File: src/timer2_pkg.sv
// Purpose: Shared constants for the timer 2 capture/compare block
// Assumes: Registers sit one per 32-bit word, byte address = index * 4
// Notes:   Reset values are plain defaults; the port latch resets released
package timer2_pkg;
	localparam int unsigned N_CHAN = 4;

	// Register indices
	localparam logic [7:0] IDX_PORT_LATCH = 8'h90;
	localparam logic [7:0] IDX_IRQ_REQ    = 8'hC0;
	localparam logic [7:0] IDX_CHAN_EN    = 8'hC1;
	localparam logic [7:0] IDX_CH1_LO     = 8'hC2;
	localparam logic [7:0] IDX_CH1_HI     = 8'hC3;
	localparam logic [7:0] IDX_CH2_LO     = 8'hC4;
	localparam logic [7:0] IDX_CH2_HI     = 8'hC5;
	localparam logic [7:0] IDX_CH3_LO     = 8'hC6;
	localparam logic [7:0] IDX_CH3_HI     = 8'hC7;
	localparam logic [7:0] IDX_TCTRL      = 8'hC8;
	localparam logic [7:0] IDX_FLAG_EN    = 8'hC9;
	localparam logic [7:0] IDX_RELOAD_LO  = 8'hCA;
	localparam logic [7:0] IDX_RELOAD_HI  = 8'hCB;
	localparam logic [7:0] IDX_COUNT_LO   = 8'hCC;
	localparam logic [7:0] IDX_COUNT_HI   = 8'hCD;
	localparam logic [7:0] IDX_PIN_STATE  = 8'hD0;

	// timer_control fields
	localparam int CTL_ISEL0    = 0;
	localparam int CTL_ISEL1    = 1;
	localparam int CTL_CMP_MODE = 2;
	localparam int CTL_RLD0     = 3;
	localparam int CTL_RLD1     = 4;
	localparam int CTL_CH0_EDGE = 6;
	localparam int CTL_PRESCALE = 7;

	// Input select codes {input_select_bit1, input_select_bit0}
	localparam logic [1:0] ISEL_STOP    = 2'h0;
	localparam logic [1:0] ISEL_TIMER   = 2'h1;
	localparam logic [1:0] ISEL_COUNTER = 2'h2;
	localparam logic [1:0] ISEL_GATED   = 2'h3;

	// Reload codes {reload_mode_bit1, reload_mode_bit0}; 0x is no reload
	localparam logic [1:0] RLD_MODE0 = 2'h2;
	localparam logic [1:0] RLD_MODE1 = 2'h3;

	// Per-channel field of channel_enable_config
	localparam logic [1:0] CCM_OFF       = 2'h0;
	localparam logic [1:0] CCM_CAP_EDGE  = 2'h1;
	localparam logic [1:0] CCM_COMPARE   = 2'h2;
	localparam logic [1:0] CCM_CAP_WRITE = 2'h3;

	// irq_request_register bits; channel flags follow IRQ_CH0
	localparam int IRQ_OVF = 0;
	localparam int IRQ_EXT = 1;
	localparam int IRQ_CH0 = 2;

	// Port one pin positions
	localparam int PIN_RLD_TRIG = 5;
	localparam int PIN_EXT_CNT  = 7;

	localparam logic [4:0]  PRESCALE_FAST = 5'h0C;
	localparam logic [4:0]  PRESCALE_SLOW = 5'h18;
	localparam logic [15:0] COUNT_MAX     = 16'hFFFF;
	localparam logic [15:0] RST_WORD      = 16'h0000;
	localparam logic [7:0]  RST_BYTE      = 8'h00;
	localparam logic [7:0]  LATCH_RST     = 8'hFF;
endpackage

File: src/timer2_ccu.sv
// Purpose: 16-bit timer with reload and four capture/compare channels
// Assumes: Avalon-MM slave, byte address = register index * 4, data in bits 7:0
// Notes:   Port one pins pass a 3-stage synchroniser; events act on agreed levels
`timescale 1ns/1ps

module timer2_ccu (
	input  wire logic        clk,
	input  wire logic        resetn,
	input  wire logic [9:0]  avs_address,
	input  wire logic        avs_read,
	input  wire logic        avs_write,
	input  wire logic [31:0] avs_writedata,
	input  wire logic [3:0]  avs_byteenable,
	output logic      [31:0] avs_readdata,
	output logic             avs_waitrequest,
	input  wire logic [7:0]  port_in,
	output logic      [7:0]  port_out,
	output logic      [7:0]  port_oe
);
	localparam int NC = timer2_pkg::N_CHAN;

	logic        wait_ff;
	logic [31:0] rdata_ff;
	logic [7:0]  latch_ff, chan_en_ff, ctl_ff, irq_ff, flag_en_ff;
	logic [15:0] count_ff;
	logic [15:0] val_ff [NC];
	logic [4:0]  presc_ff;
	logic [7:0]  s1_ff, s2_ff, s3_ff, filt_ff;
	logic        fall_pend_ff;
	logic [NC-1:0] match_prev_ff, cmp_out_ff;
	logic [7:0]  port_out_ff, port_oe_ff;

	logic        wr_go;
	logic [7:0]  widx, wd, rd_byte;
	logic [7:0]  agree, nxt_filt, rise_ev, fall_ev;
	logic [1:0]  isel, rmode;
	logic [4:0]  presc_lim;
	logic        tick, inc, ovf, trig_fall, cnt_wr;
	logic [15:0] nxt_count;
	logic [1:0]  cmode [NC];
	logic [NC-1:0] edge_ev, cap, match, hit, nxt_cmp_out, ch_set;
	logic [7:0]  nxt_irq, nxt_port_out, nxt_port_oe;

	function automatic logic [7:0] pair_lo(input int c);
		case (c)
			0: return timer2_pkg::IDX_RELOAD_LO;
			1: return timer2_pkg::IDX_CH1_LO;
			2: return timer2_pkg::IDX_CH2_LO;
			default: return timer2_pkg::IDX_CH3_LO;
		endcase
	endfunction

	function automatic logic is_wr(input logic [7:0] idx);
		return wr_go && (widx == idx);
	endfunction

	// Bus slave: one wait cycle, then a single-cycle acknowledge
	assign widx  = avs_address[9:2];
	assign wd    = avs_writedata[7:0];
	assign wr_go = avs_write && !wait_ff && avs_byteenable[0];

	always_ff @(posedge clk or negedge resetn) begin
		if (!resetn) begin
			wait_ff <= 1'b1;
		end else if (!wait_ff) begin
			wait_ff <= 1'b1;
		end else if (avs_read || avs_write) begin
			wait_ff <= 1'b0;
		end
	end

	always_comb begin
		unique case (widx)
			timer2_pkg::IDX_PORT_LATCH: rd_byte = latch_ff;
			timer2_pkg::IDX_IRQ_REQ:    rd_byte = irq_ff;
			timer2_pkg::IDX_CHAN_EN:    rd_byte = chan_en_ff;
			timer2_pkg::IDX_CH1_LO:     rd_byte = val_ff[1][7:0];
			timer2_pkg::IDX_CH1_HI:     rd_byte = val_ff[1][15:8];
			timer2_pkg::IDX_CH2_LO:     rd_byte = val_ff[2][7:0];
			timer2_pkg::IDX_CH2_HI:     rd_byte = val_ff[2][15:8];
			timer2_pkg::IDX_CH3_LO:     rd_byte = val_ff[3][7:0];
			timer2_pkg::IDX_CH3_HI:     rd_byte = val_ff[3][15:8];
			timer2_pkg::IDX_TCTRL:      rd_byte = ctl_ff;
			timer2_pkg::IDX_FLAG_EN:    rd_byte = flag_en_ff;
			timer2_pkg::IDX_RELOAD_LO:  rd_byte = val_ff[0][7:0];
			timer2_pkg::IDX_RELOAD_HI:  rd_byte = val_ff[0][15:8];
			timer2_pkg::IDX_COUNT_LO:   rd_byte = count_ff[7:0];
			timer2_pkg::IDX_COUNT_HI:   rd_byte = count_ff[15:8];
			timer2_pkg::IDX_PIN_STATE:  rd_byte = filt_ff;
			default:                    rd_byte = timer2_pkg::RST_BYTE;
		endcase
	end

	always_ff @(posedge clk or negedge resetn) begin
		if (!resetn) begin
			rdata_ff <= 32'h00000000;
		end else if (avs_read && wait_ff) begin
			rdata_ff <= {24'h000000, rd_byte};
		end
	end

	always_ff @(posedge clk or negedge resetn) begin
		if (!resetn) begin
			latch_ff   <= timer2_pkg::LATCH_RST;
			chan_en_ff <= timer2_pkg::RST_BYTE;
			ctl_ff     <= timer2_pkg::RST_BYTE;
			flag_en_ff <= timer2_pkg::RST_BYTE;
		end else begin
			if (is_wr(timer2_pkg::IDX_PORT_LATCH))
				latch_ff <= wd;
			if (is_wr(timer2_pkg::IDX_CHAN_EN))
				chan_en_ff <= wd;
			if (is_wr(timer2_pkg::IDX_TCTRL))
				ctl_ff <= wd;
			if (is_wr(timer2_pkg::IDX_FLAG_EN))
				flag_en_ff <= wd;
		end
	end

	// Pin synchroniser; a level counts once stages two and three agree
	always_ff @(posedge clk or negedge resetn) begin
		if (!resetn) begin
			s1_ff   <= timer2_pkg::LATCH_RST;
			s2_ff   <= timer2_pkg::LATCH_RST;
			s3_ff   <= timer2_pkg::LATCH_RST;
			filt_ff <= timer2_pkg::LATCH_RST;
		end else begin
			s1_ff   <= port_in;
			s2_ff   <= s1_ff;
			s3_ff   <= s2_ff;
			filt_ff <= nxt_filt;
		end
	end

	assign agree    = ~(s2_ff ^ s3_ff);
	assign nxt_filt = (agree & s3_ff) | (~agree & filt_ff);
	assign rise_ev  = ~filt_ff & nxt_filt;
	assign fall_ev  = filt_ff & ~nxt_filt;

	// Prescaler and increment source
	assign isel      = {ctl_ff[timer2_pkg::CTL_ISEL1], ctl_ff[timer2_pkg::CTL_ISEL0]};
	assign rmode     = {ctl_ff[timer2_pkg::CTL_RLD1], ctl_ff[timer2_pkg::CTL_RLD0]};
	assign presc_lim = ctl_ff[timer2_pkg::CTL_PRESCALE] ? timer2_pkg::PRESCALE_SLOW
	                                                     : timer2_pkg::PRESCALE_FAST;
	assign tick      = (presc_ff == presc_lim - 5'h01);
	assign trig_fall = fall_ev[timer2_pkg::PIN_RLD_TRIG];

	always_ff @(posedge clk or negedge resetn) begin
		if (!resetn) begin
			presc_ff <= 5'h00;
		end else if (!isel[0] || tick) begin
			presc_ff <= 5'h00;
		end else begin
			presc_ff <= presc_ff + 5'h01;
		end
	end

	// Fall is acted on one clock after it is observed
	always_ff @(posedge clk or negedge resetn) begin
		if (!resetn) begin
			fall_pend_ff <= 1'b0;
		end else begin
			fall_pend_ff <= fall_ev[timer2_pkg::PIN_EXT_CNT];
		end
	end

	always_comb begin
		unique case (isel)
			timer2_pkg::ISEL_STOP:    inc = 1'b0;
			timer2_pkg::ISEL_TIMER:   inc = tick;
			timer2_pkg::ISEL_COUNTER: inc = fall_pend_ff;
			timer2_pkg::ISEL_GATED:   inc = tick && filt_ff[timer2_pkg::PIN_EXT_CNT];
		endcase
	end

	// Count, reload and software write, software last so it wins
	// Spelled out: a continuous assign would not follow the bus through a function
	assign cnt_wr = wr_go && (widx == timer2_pkg::IDX_COUNT_LO ||
	                          widx == timer2_pkg::IDX_COUNT_HI);
	assign ovf    = inc && (count_ff == timer2_pkg::COUNT_MAX);

	always_comb begin
		nxt_count = count_ff;
		if (ovf) begin
			if (rmode == timer2_pkg::RLD_MODE0)
				nxt_count = val_ff[0];
			else
				nxt_count = timer2_pkg::RST_WORD;
		end else if (inc) begin
			nxt_count = count_ff + 16'h0001;
		end
		if (rmode == timer2_pkg::RLD_MODE1 && trig_fall)
			nxt_count = val_ff[0];
		if (is_wr(timer2_pkg::IDX_COUNT_LO))
			nxt_count[7:0] = wd;
		if (is_wr(timer2_pkg::IDX_COUNT_HI))
			nxt_count[15:8] = wd;
	end

	always_ff @(posedge clk or negedge resetn) begin
		if (!resetn) begin
			count_ff <= timer2_pkg::RST_WORD;
		end else begin
			count_ff <= nxt_count;
		end
	end

	// Channels; channel 0 works on the reload pair
	always_comb begin
		for (int c = 0; c < NC; c++) begin
			cmode[c] = chan_en_ff[2*c +: 2];
			if (c == 0)
				edge_ev[c] = ctl_ff[timer2_pkg::CTL_CH0_EDGE] ? rise_ev[c] : fall_ev[c];
			else
				edge_ev[c] = rise_ev[c];
			cap[c] = (cmode[c] == timer2_pkg::CCM_CAP_EDGE && edge_ev[c]) ||
			         (cmode[c] == timer2_pkg::CCM_CAP_WRITE && is_wr(pair_lo(c)));
			match[c] = (cmode[c] == timer2_pkg::CCM_COMPARE) && (count_ff == val_ff[c]);
			hit[c]   = match[c] && !match_prev_ff[c];
			nxt_cmp_out[c] = cmp_out_ff[c];
			if (hit[c])
				nxt_cmp_out[c] = ctl_ff[timer2_pkg::CTL_CMP_MODE] ? latch_ff[c] : 1'b1;
			else if (ovf && !ctl_ff[timer2_pkg::CTL_CMP_MODE])
				nxt_cmp_out[c] = 1'b0;
			// Write-triggered capture deliberately sets no flag
			ch_set[c] = flag_en_ff[c] &&
			            ((cmode[c] == timer2_pkg::CCM_CAP_EDGE && edge_ev[c]) ||
			             (cmode[c] == timer2_pkg::CCM_COMPARE &&
			              nxt_cmp_out[c] != cmp_out_ff[c]));
		end
	end

	always_ff @(posedge clk or negedge resetn) begin
		if (!resetn) begin
			for (int c = 0; c < NC; c++)
				val_ff[c] <= timer2_pkg::RST_WORD;
		end else begin
			for (int c = 0; c < NC; c++) begin
				if (cap[c]) begin
					val_ff[c] <= count_ff;
				end else begin
					if (is_wr(pair_lo(c)))
						val_ff[c][7:0] <= wd;
					if (is_wr(pair_lo(c) + 8'h01))
						val_ff[c][15:8] <= wd;
				end
			end
		end
	end

	always_ff @(posedge clk or negedge resetn) begin
		if (!resetn) begin
			match_prev_ff <= '0;
			cmp_out_ff    <= '0;
		end else begin
			match_prev_ff <= match;
			cmp_out_ff    <= nxt_cmp_out;
		end
	end

	// Flags: hardware set beats a same-cycle software write
	always_comb begin
		nxt_irq = is_wr(timer2_pkg::IDX_IRQ_REQ) ? wd : irq_ff;
		if (ovf)
			nxt_irq[timer2_pkg::IRQ_OVF] = 1'b1;
		if (rmode == timer2_pkg::RLD_MODE1 && trig_fall)
			nxt_irq[timer2_pkg::IRQ_EXT] = 1'b1;
		for (int c = 0; c < NC; c++)
			if (ch_set[c])
				nxt_irq[timer2_pkg::IRQ_CH0 + c] = 1'b1;
	end

	always_ff @(posedge clk or negedge resetn) begin
		if (!resetn) begin
			irq_ff <= timer2_pkg::RST_BYTE;
		end else begin
			irq_ff <= nxt_irq;
		end
	end

	// Port drive: compare channels own their pin; others are quasi-open-drain
	always_comb begin
		for (int b = 0; b < 8; b++) begin
			nxt_port_out[b] = latch_ff[b];
			nxt_port_oe[b]  = !latch_ff[b];
		end
		for (int c = 0; c < NC; c++) begin
			if (cmode[c] == timer2_pkg::CCM_COMPARE) begin
				nxt_port_out[c] = cmp_out_ff[c];
				nxt_port_oe[c]  = 1'b1;
			end
		end
	end

	always_ff @(posedge clk or negedge resetn) begin
		if (!resetn) begin
			port_out_ff <= timer2_pkg::LATCH_RST;
			port_oe_ff  <= timer2_pkg::RST_BYTE;
		end else begin
			port_out_ff <= nxt_port_out;
			port_oe_ff  <= nxt_port_oe;
		end
	end

	assign avs_readdata    = rdata_ff;
	assign avs_waitrequest = wait_ff;
	assign port_out        = port_out_ff;
	assign port_oe         = port_oe_ff;

	// Checks
	logic ctl_wr;
	assign ctl_wr = wr_go && (widx == timer2_pkg::IDX_TCTRL);
endmodule // timer2_ccu

File: config.mk
export PLATFORM = sky130hd
export DESIGN_NAME = timer2_ccu
export DESIGN_NICKNAME = d
export VERILOG_FILES = /design/src/timer2_pkg.sv /design/src/timer2_ccu.sv
export SDC_FILE = /design/constraint.sdc
export NUM_CORES = 1
export LEC_CHECK = 0
export BUFFER_PORTS_ARGS = -buffer_cell sky130_fd_sc_hd__buf_2
export CORE_MARGIN = 2
export CORE_UTILIZATION = 25
export DETAILED_ROUTE_END_ITERATION = 7
export PLACE_DENSITY_LB_ADDON = 0.1
export SLEW_MARGIN = 30
export SYNTH_ARGS = -nofsm -noshare
export SYNTH_HDL_FRONTEND = slang
export SYNTH_SLANG_ARGS = --single-unit
export TNS_END_PERCENT = 20
File: constraint.sdc
create_clock -name clk -period 2.78 [get_ports clk]
set_input_delay 0.278 -clock clk [delete_from_list [all_inputs] [get_ports clk]]
set_output_delay 0.278 -clock clk [all_outputs]
set_load 0.01 [all_outputs]
==> flow_metrics.env <==
export IMPL_outcome="finished clean"
export IMPL_fin_crit_sh_pct=92.2
export IMPL_reg2reg_slack_ns=0.22
export IMPL_portBuffers=53
export IMPL_min_period_ns=2.56
export IMPL_power_density_mw_per_mm2=518
export IMPL_rsz0062_at_grt="no"
export IMPL_hpwl_um=31100
export IMPL_r2r_start="count_ff[11]$_DFFE_PN0P_"
export IMPL_critical_path_arrival_ns=2.92
export IMPL_cp_required_ns=3.14
export IMPL_p_int_mw=4.57
export IMPL_route_met2_wl_um=20600
export IMPL_h_tree_depth=4
export IMPL_power_frac_comb_pct=15.2
export IMPL_grt_remaining_overflow=0
export IMPL_criticalPathCategory="flip-flop to flip-flop"
export IMPL_cts_made_buffers=17
export IMPL_yosys_register_bits=191
export IMPL_wl_met1_um=19800
export IMPL_synth_area_sq_mm=0.0108
export IMPL_rr_worst_depth=6
export IMPL_rows=76
export IMPL_rr_endpoint="irq_ff[4]$_DFFE_PN0P_"
export IMPL_ios=107
export IMPL_hold_violations=0
export IMPL_grt_pass1_vias=8674
export IMPL_gp_congestion=0.843
export IMPL_cts_setup_buffers=0
export IMPL_dieArea_sq_mm=0.0450
export IMPL_hold_buffers=11
export IMPL_post_route_util_pct=29.8
export IMPL_drt_iter0_drc=727
export IMPL_fillCellCount=4495
export IMPL_p_sw_mw=2.06
export IMPL_critPathMaxFanout=13
export IMPL_cts_resized=0
export IMPL_worst_pin_slew_ns=0.888
export IMPL_holdCritPathClass="input port to flip-flop"
export IMPL_synthArstFlopShare_pct=100
export IMPL_worst_slew_margin_rel_pct=40.6
export IMPL_skew_ns=0.0125
export IMPL_synth_cells=1080
export IMPL_vias=8786
export IMPL_ys_seq_area_share_pct=44.7
export IMPL_clkLatencyLatePin_ns=0.47
export IMPL_antennaDiodeCount=0
export IMPL_wl_met3_um=1530
export IMPL_finalMaxSlewViolations=0
export IMPL_ant_nets=0
export IMPL_synthToLayoutAreaGrowth_pct=18.3
export IMPL_nets=1224
export IMPL_grt_pass1_wl_um=62800
export IMPL_root_buffer="clkbuf_16"
export IMPL_worstHoldPathCells=3
export IMPL_top_layer_used="met4"
export IMPL_timing_max_cap_violations=0
export IMPL_swShare_pct=31.1
export IMPL_die_h_um=212
export IMPL_setup_violations=0
export IMPL_hp_start="avs_writedata[6]"
export IMPL_drive_gt1_share_pct=24.0
export IMPL_core_area_sq_mm=0.0429
export IMPL_p_seq_share_pct=47.1
export IMPL_cts_tree="done"
export IMPL_hold_path_end="latch_ff[6]$_DFFE_PN1P_"
export IMPL_yosys_warnings=0
export IMPL_synth_edf_count=0
export IMPL_via_per_inst=4.99
export IMPL_groute_usage_overall_pct=19.5
export IMPL_cts_sinks=191
export IMPL_worst_setup_path_end_kind="flip-flop"
export IMPL_initial_core_util_pct=25.2
export IMPL_path_clk_slew_ns=0.08
export IMPL_ys_flop_type="dfrtp_1"
export IMPL_clockPowerShare_pct=37.7
export IMPL_grt_max_degree=64
export IMPL_clk_path_buf_depth=2
export IMPL_fin_tns_setup_ns=0
export IMPL_antenna_found_initial=0
export IMPL_leakage_nw=5.21
export IMPL_drt_total_wl_um=42700
export IMPL_dr_pass1_iters=5
export IMPL_synth_avg_cell_area_sq_um=10.0
export IMPL_yosysUniqueCellTypes=76
export IMPL_die_x_um=212
export IMPL_dpl_cell_area_sq_mm=0.0121
export IMPL_finish_instance_area_sq_mm=0.0128
export IMPL_cp_start_kind="flip-flop"
export IMPL_drc=0
export IMPL_fmax_mhz=390
export IMPL_wl_per_cell_um=24.2
export IMPL_ir_worst_vdd_uv=400
[flip-flops by register name, indices dropped and copies added, names as in the netlist, 4 cells and up, named ones only]
register       cells
val_ff            64
count_ff          16
avs_readdata       8
chan_en_ff         8
ctl_ff             8
flag_en_ff         8
irq_ff             8
latch_ff           8
port_oe            8
port_out           8
s1_ff              8
s2_ff              8
s3_ff              8
filt_ff            6
presc_ff           5
cmp_out_ff         4
match_prev_ff      4
[worst max-delay path, stage by stage, from the launching register on]
cell,delay (ns)
dfrtp_1,0.84
buf_4,0.25
xor2_1,0.07
nor4_1,0.51
nand3b_1,0.21
o311a_1,0.33
o31a_1,0.23
[layout by cell type, fill, tap and decap left out, types with 6 or more instances in the layout]
master,instances
dfrtp_1,142
mux2i_1,86
nand2_1,84
nor2_1,82
buf_4,72
o21ai_0,65
a21oi_1,57
xor2_1,53
buf_2,52
dfstp_2,49
mux2_2,43
xnor2_1,29
conb_1,24
nand3_1,23
nand4_1,20
nor3_1,19
nor4_1,18
clkbuf_16,17
inv_1,13
a211oi_1,12
o22ai_1,12
a22oi_1,11
dlygate4sd3_1,11
nand2b_1,10
o2bb2ai_1,10
nand3b_1,8
a31oi_1,8
nor2b_1,7
a221o_1,7
maj3_1,7
buf_12,7
o211ai_1,6
a221oi_1,6
[power groups by stage]
stage	clock network [mW]	registers, mW	logic (mW)
after CTS	2.57	3.12	1.01
after global routing	2.66	3.14	1.11
after global placement	0	3.17	0.994
after floorplan	0	3.07	0.648
final	2.50	3.12	1.01
after detailed placement	0	3.17	0.996
[kinds of logic after synthesis]
logic type,Yosys count,synth area share [%]
muxes,134,13.5
adders and majority gates,9,0.879
xor gates and xnor gates,82,6.64
AOI/OAI and AO/OA,236,14.6
other,1,0.0347
and+or+nand+nor,312,14.5
buffers and inverters,115,5.06
DFF,191,44.7
[synthesized netlist by cell type, drive strengths merged (3+ instances only)]
cell type  instances  area share [%]
dfrtp            142              33
mux2i             86             8.0
nand2             84             2.9
nor2              82             2.8
o21ai             69             3.2
a21oi             57             2.6
clkbuf            55             1.9
xor2              53             4.3
dfstp             49              12
buf               46             2.7
mux2              43             4.5
xnor2             29             2.3
nand3             23             1.1
nor3              23             1.2
nand4             21             1.3
nor4              20             1.3
inv               13            0.45
a211oi            12            0.83
o22ai             12            0.69
a22oi             11            0.76
nand2b            10            0.58
o2bb2ai           10            0.81
a31oi              8            0.46
nand3b             8            0.56
a221o              7            0.65
maj3               7            0.65
nor2b              7            0.40
a221oi             6            0.49
o211ai             6            0.42
and2               5            0.29
and3               5            0.29
mux4               5             1.0
o31a               5            0.40
o31ai              5            0.65
or3                5            0.29
a22o               4            0.32
a2111oi            3            0.59
a211o              3            0.25
a32oi              3            0.24
o21a               3            0.21
o311a              3            0.28
or2                3            0.17
[layer usage]
metal  vias to the layer above  global-route usage [%]
met5                         -                       0
met4                         0                    5.76
met3                        36                    2.26
met2                       222                    32.0
met1                      4509                    26.8
li1                       4019                       -
[how the worst max path moves through the flow]
stage	startpoint	end	slack (ns)	cells past startpoint
2_1_floorplan	presc_ff[2]$_DFF_PN0_	count_ff[15]$_DFFE_PN0P_	0.61	6
3_3_place_gp	avs_address[4]	avs_readdata[2]$_DFFE_PN0P_	0.21	8
3_5_place_dp	avs_address[4]	avs_readdata[2]$_DFFE_PN0P_	0.24	8
4_1_cts	count_ff[11]$_DFFE_PN0P_	irq_ff[4]$_DFFE_PN0P_	0.25	6
5_1_grt	count_ff[11]$_DFFE_PN0P_	irq_ff[4]$_DFFE_PN0P_	0.11	6
6_report	count_ff[11]$_DFFE_PN0P_	irq_ff[4]$_DFFE_PN0P_	0.22	6
[metrics by stage]
step / total power, mW / hold slack (ns) / worst slack [ns] / instances
finish: 6.63 / 0.290 / 0.217 / 1762
global route: 6.91 / 0.283 / 0.105 / 1762
CTS: 6.70 / 0.263 / 0.252 / 1762
detailed placement: 4.17 / 0.345 / 0.238 / 1719
global placement: 4.16 / 0.345 / 0.206 / 1719
floorplan: 3.72 / -0.0176 / 0.612 / 1103
[area by class of cell]
class                      instances  area (sq um)  share of cell area, %
clock buffer                      19           453                   3.54
clock inverter                    13           119                  0.929
inverter                          14          52.6                  0.411
multi-input combinational        797          5540                   43.3
sequential                       191          4840                   37.8
tap                              585           732                   5.72
timing repair buffer             143          1060                   8.32
No activity file was read; power rests on OpenSTA's default activity.
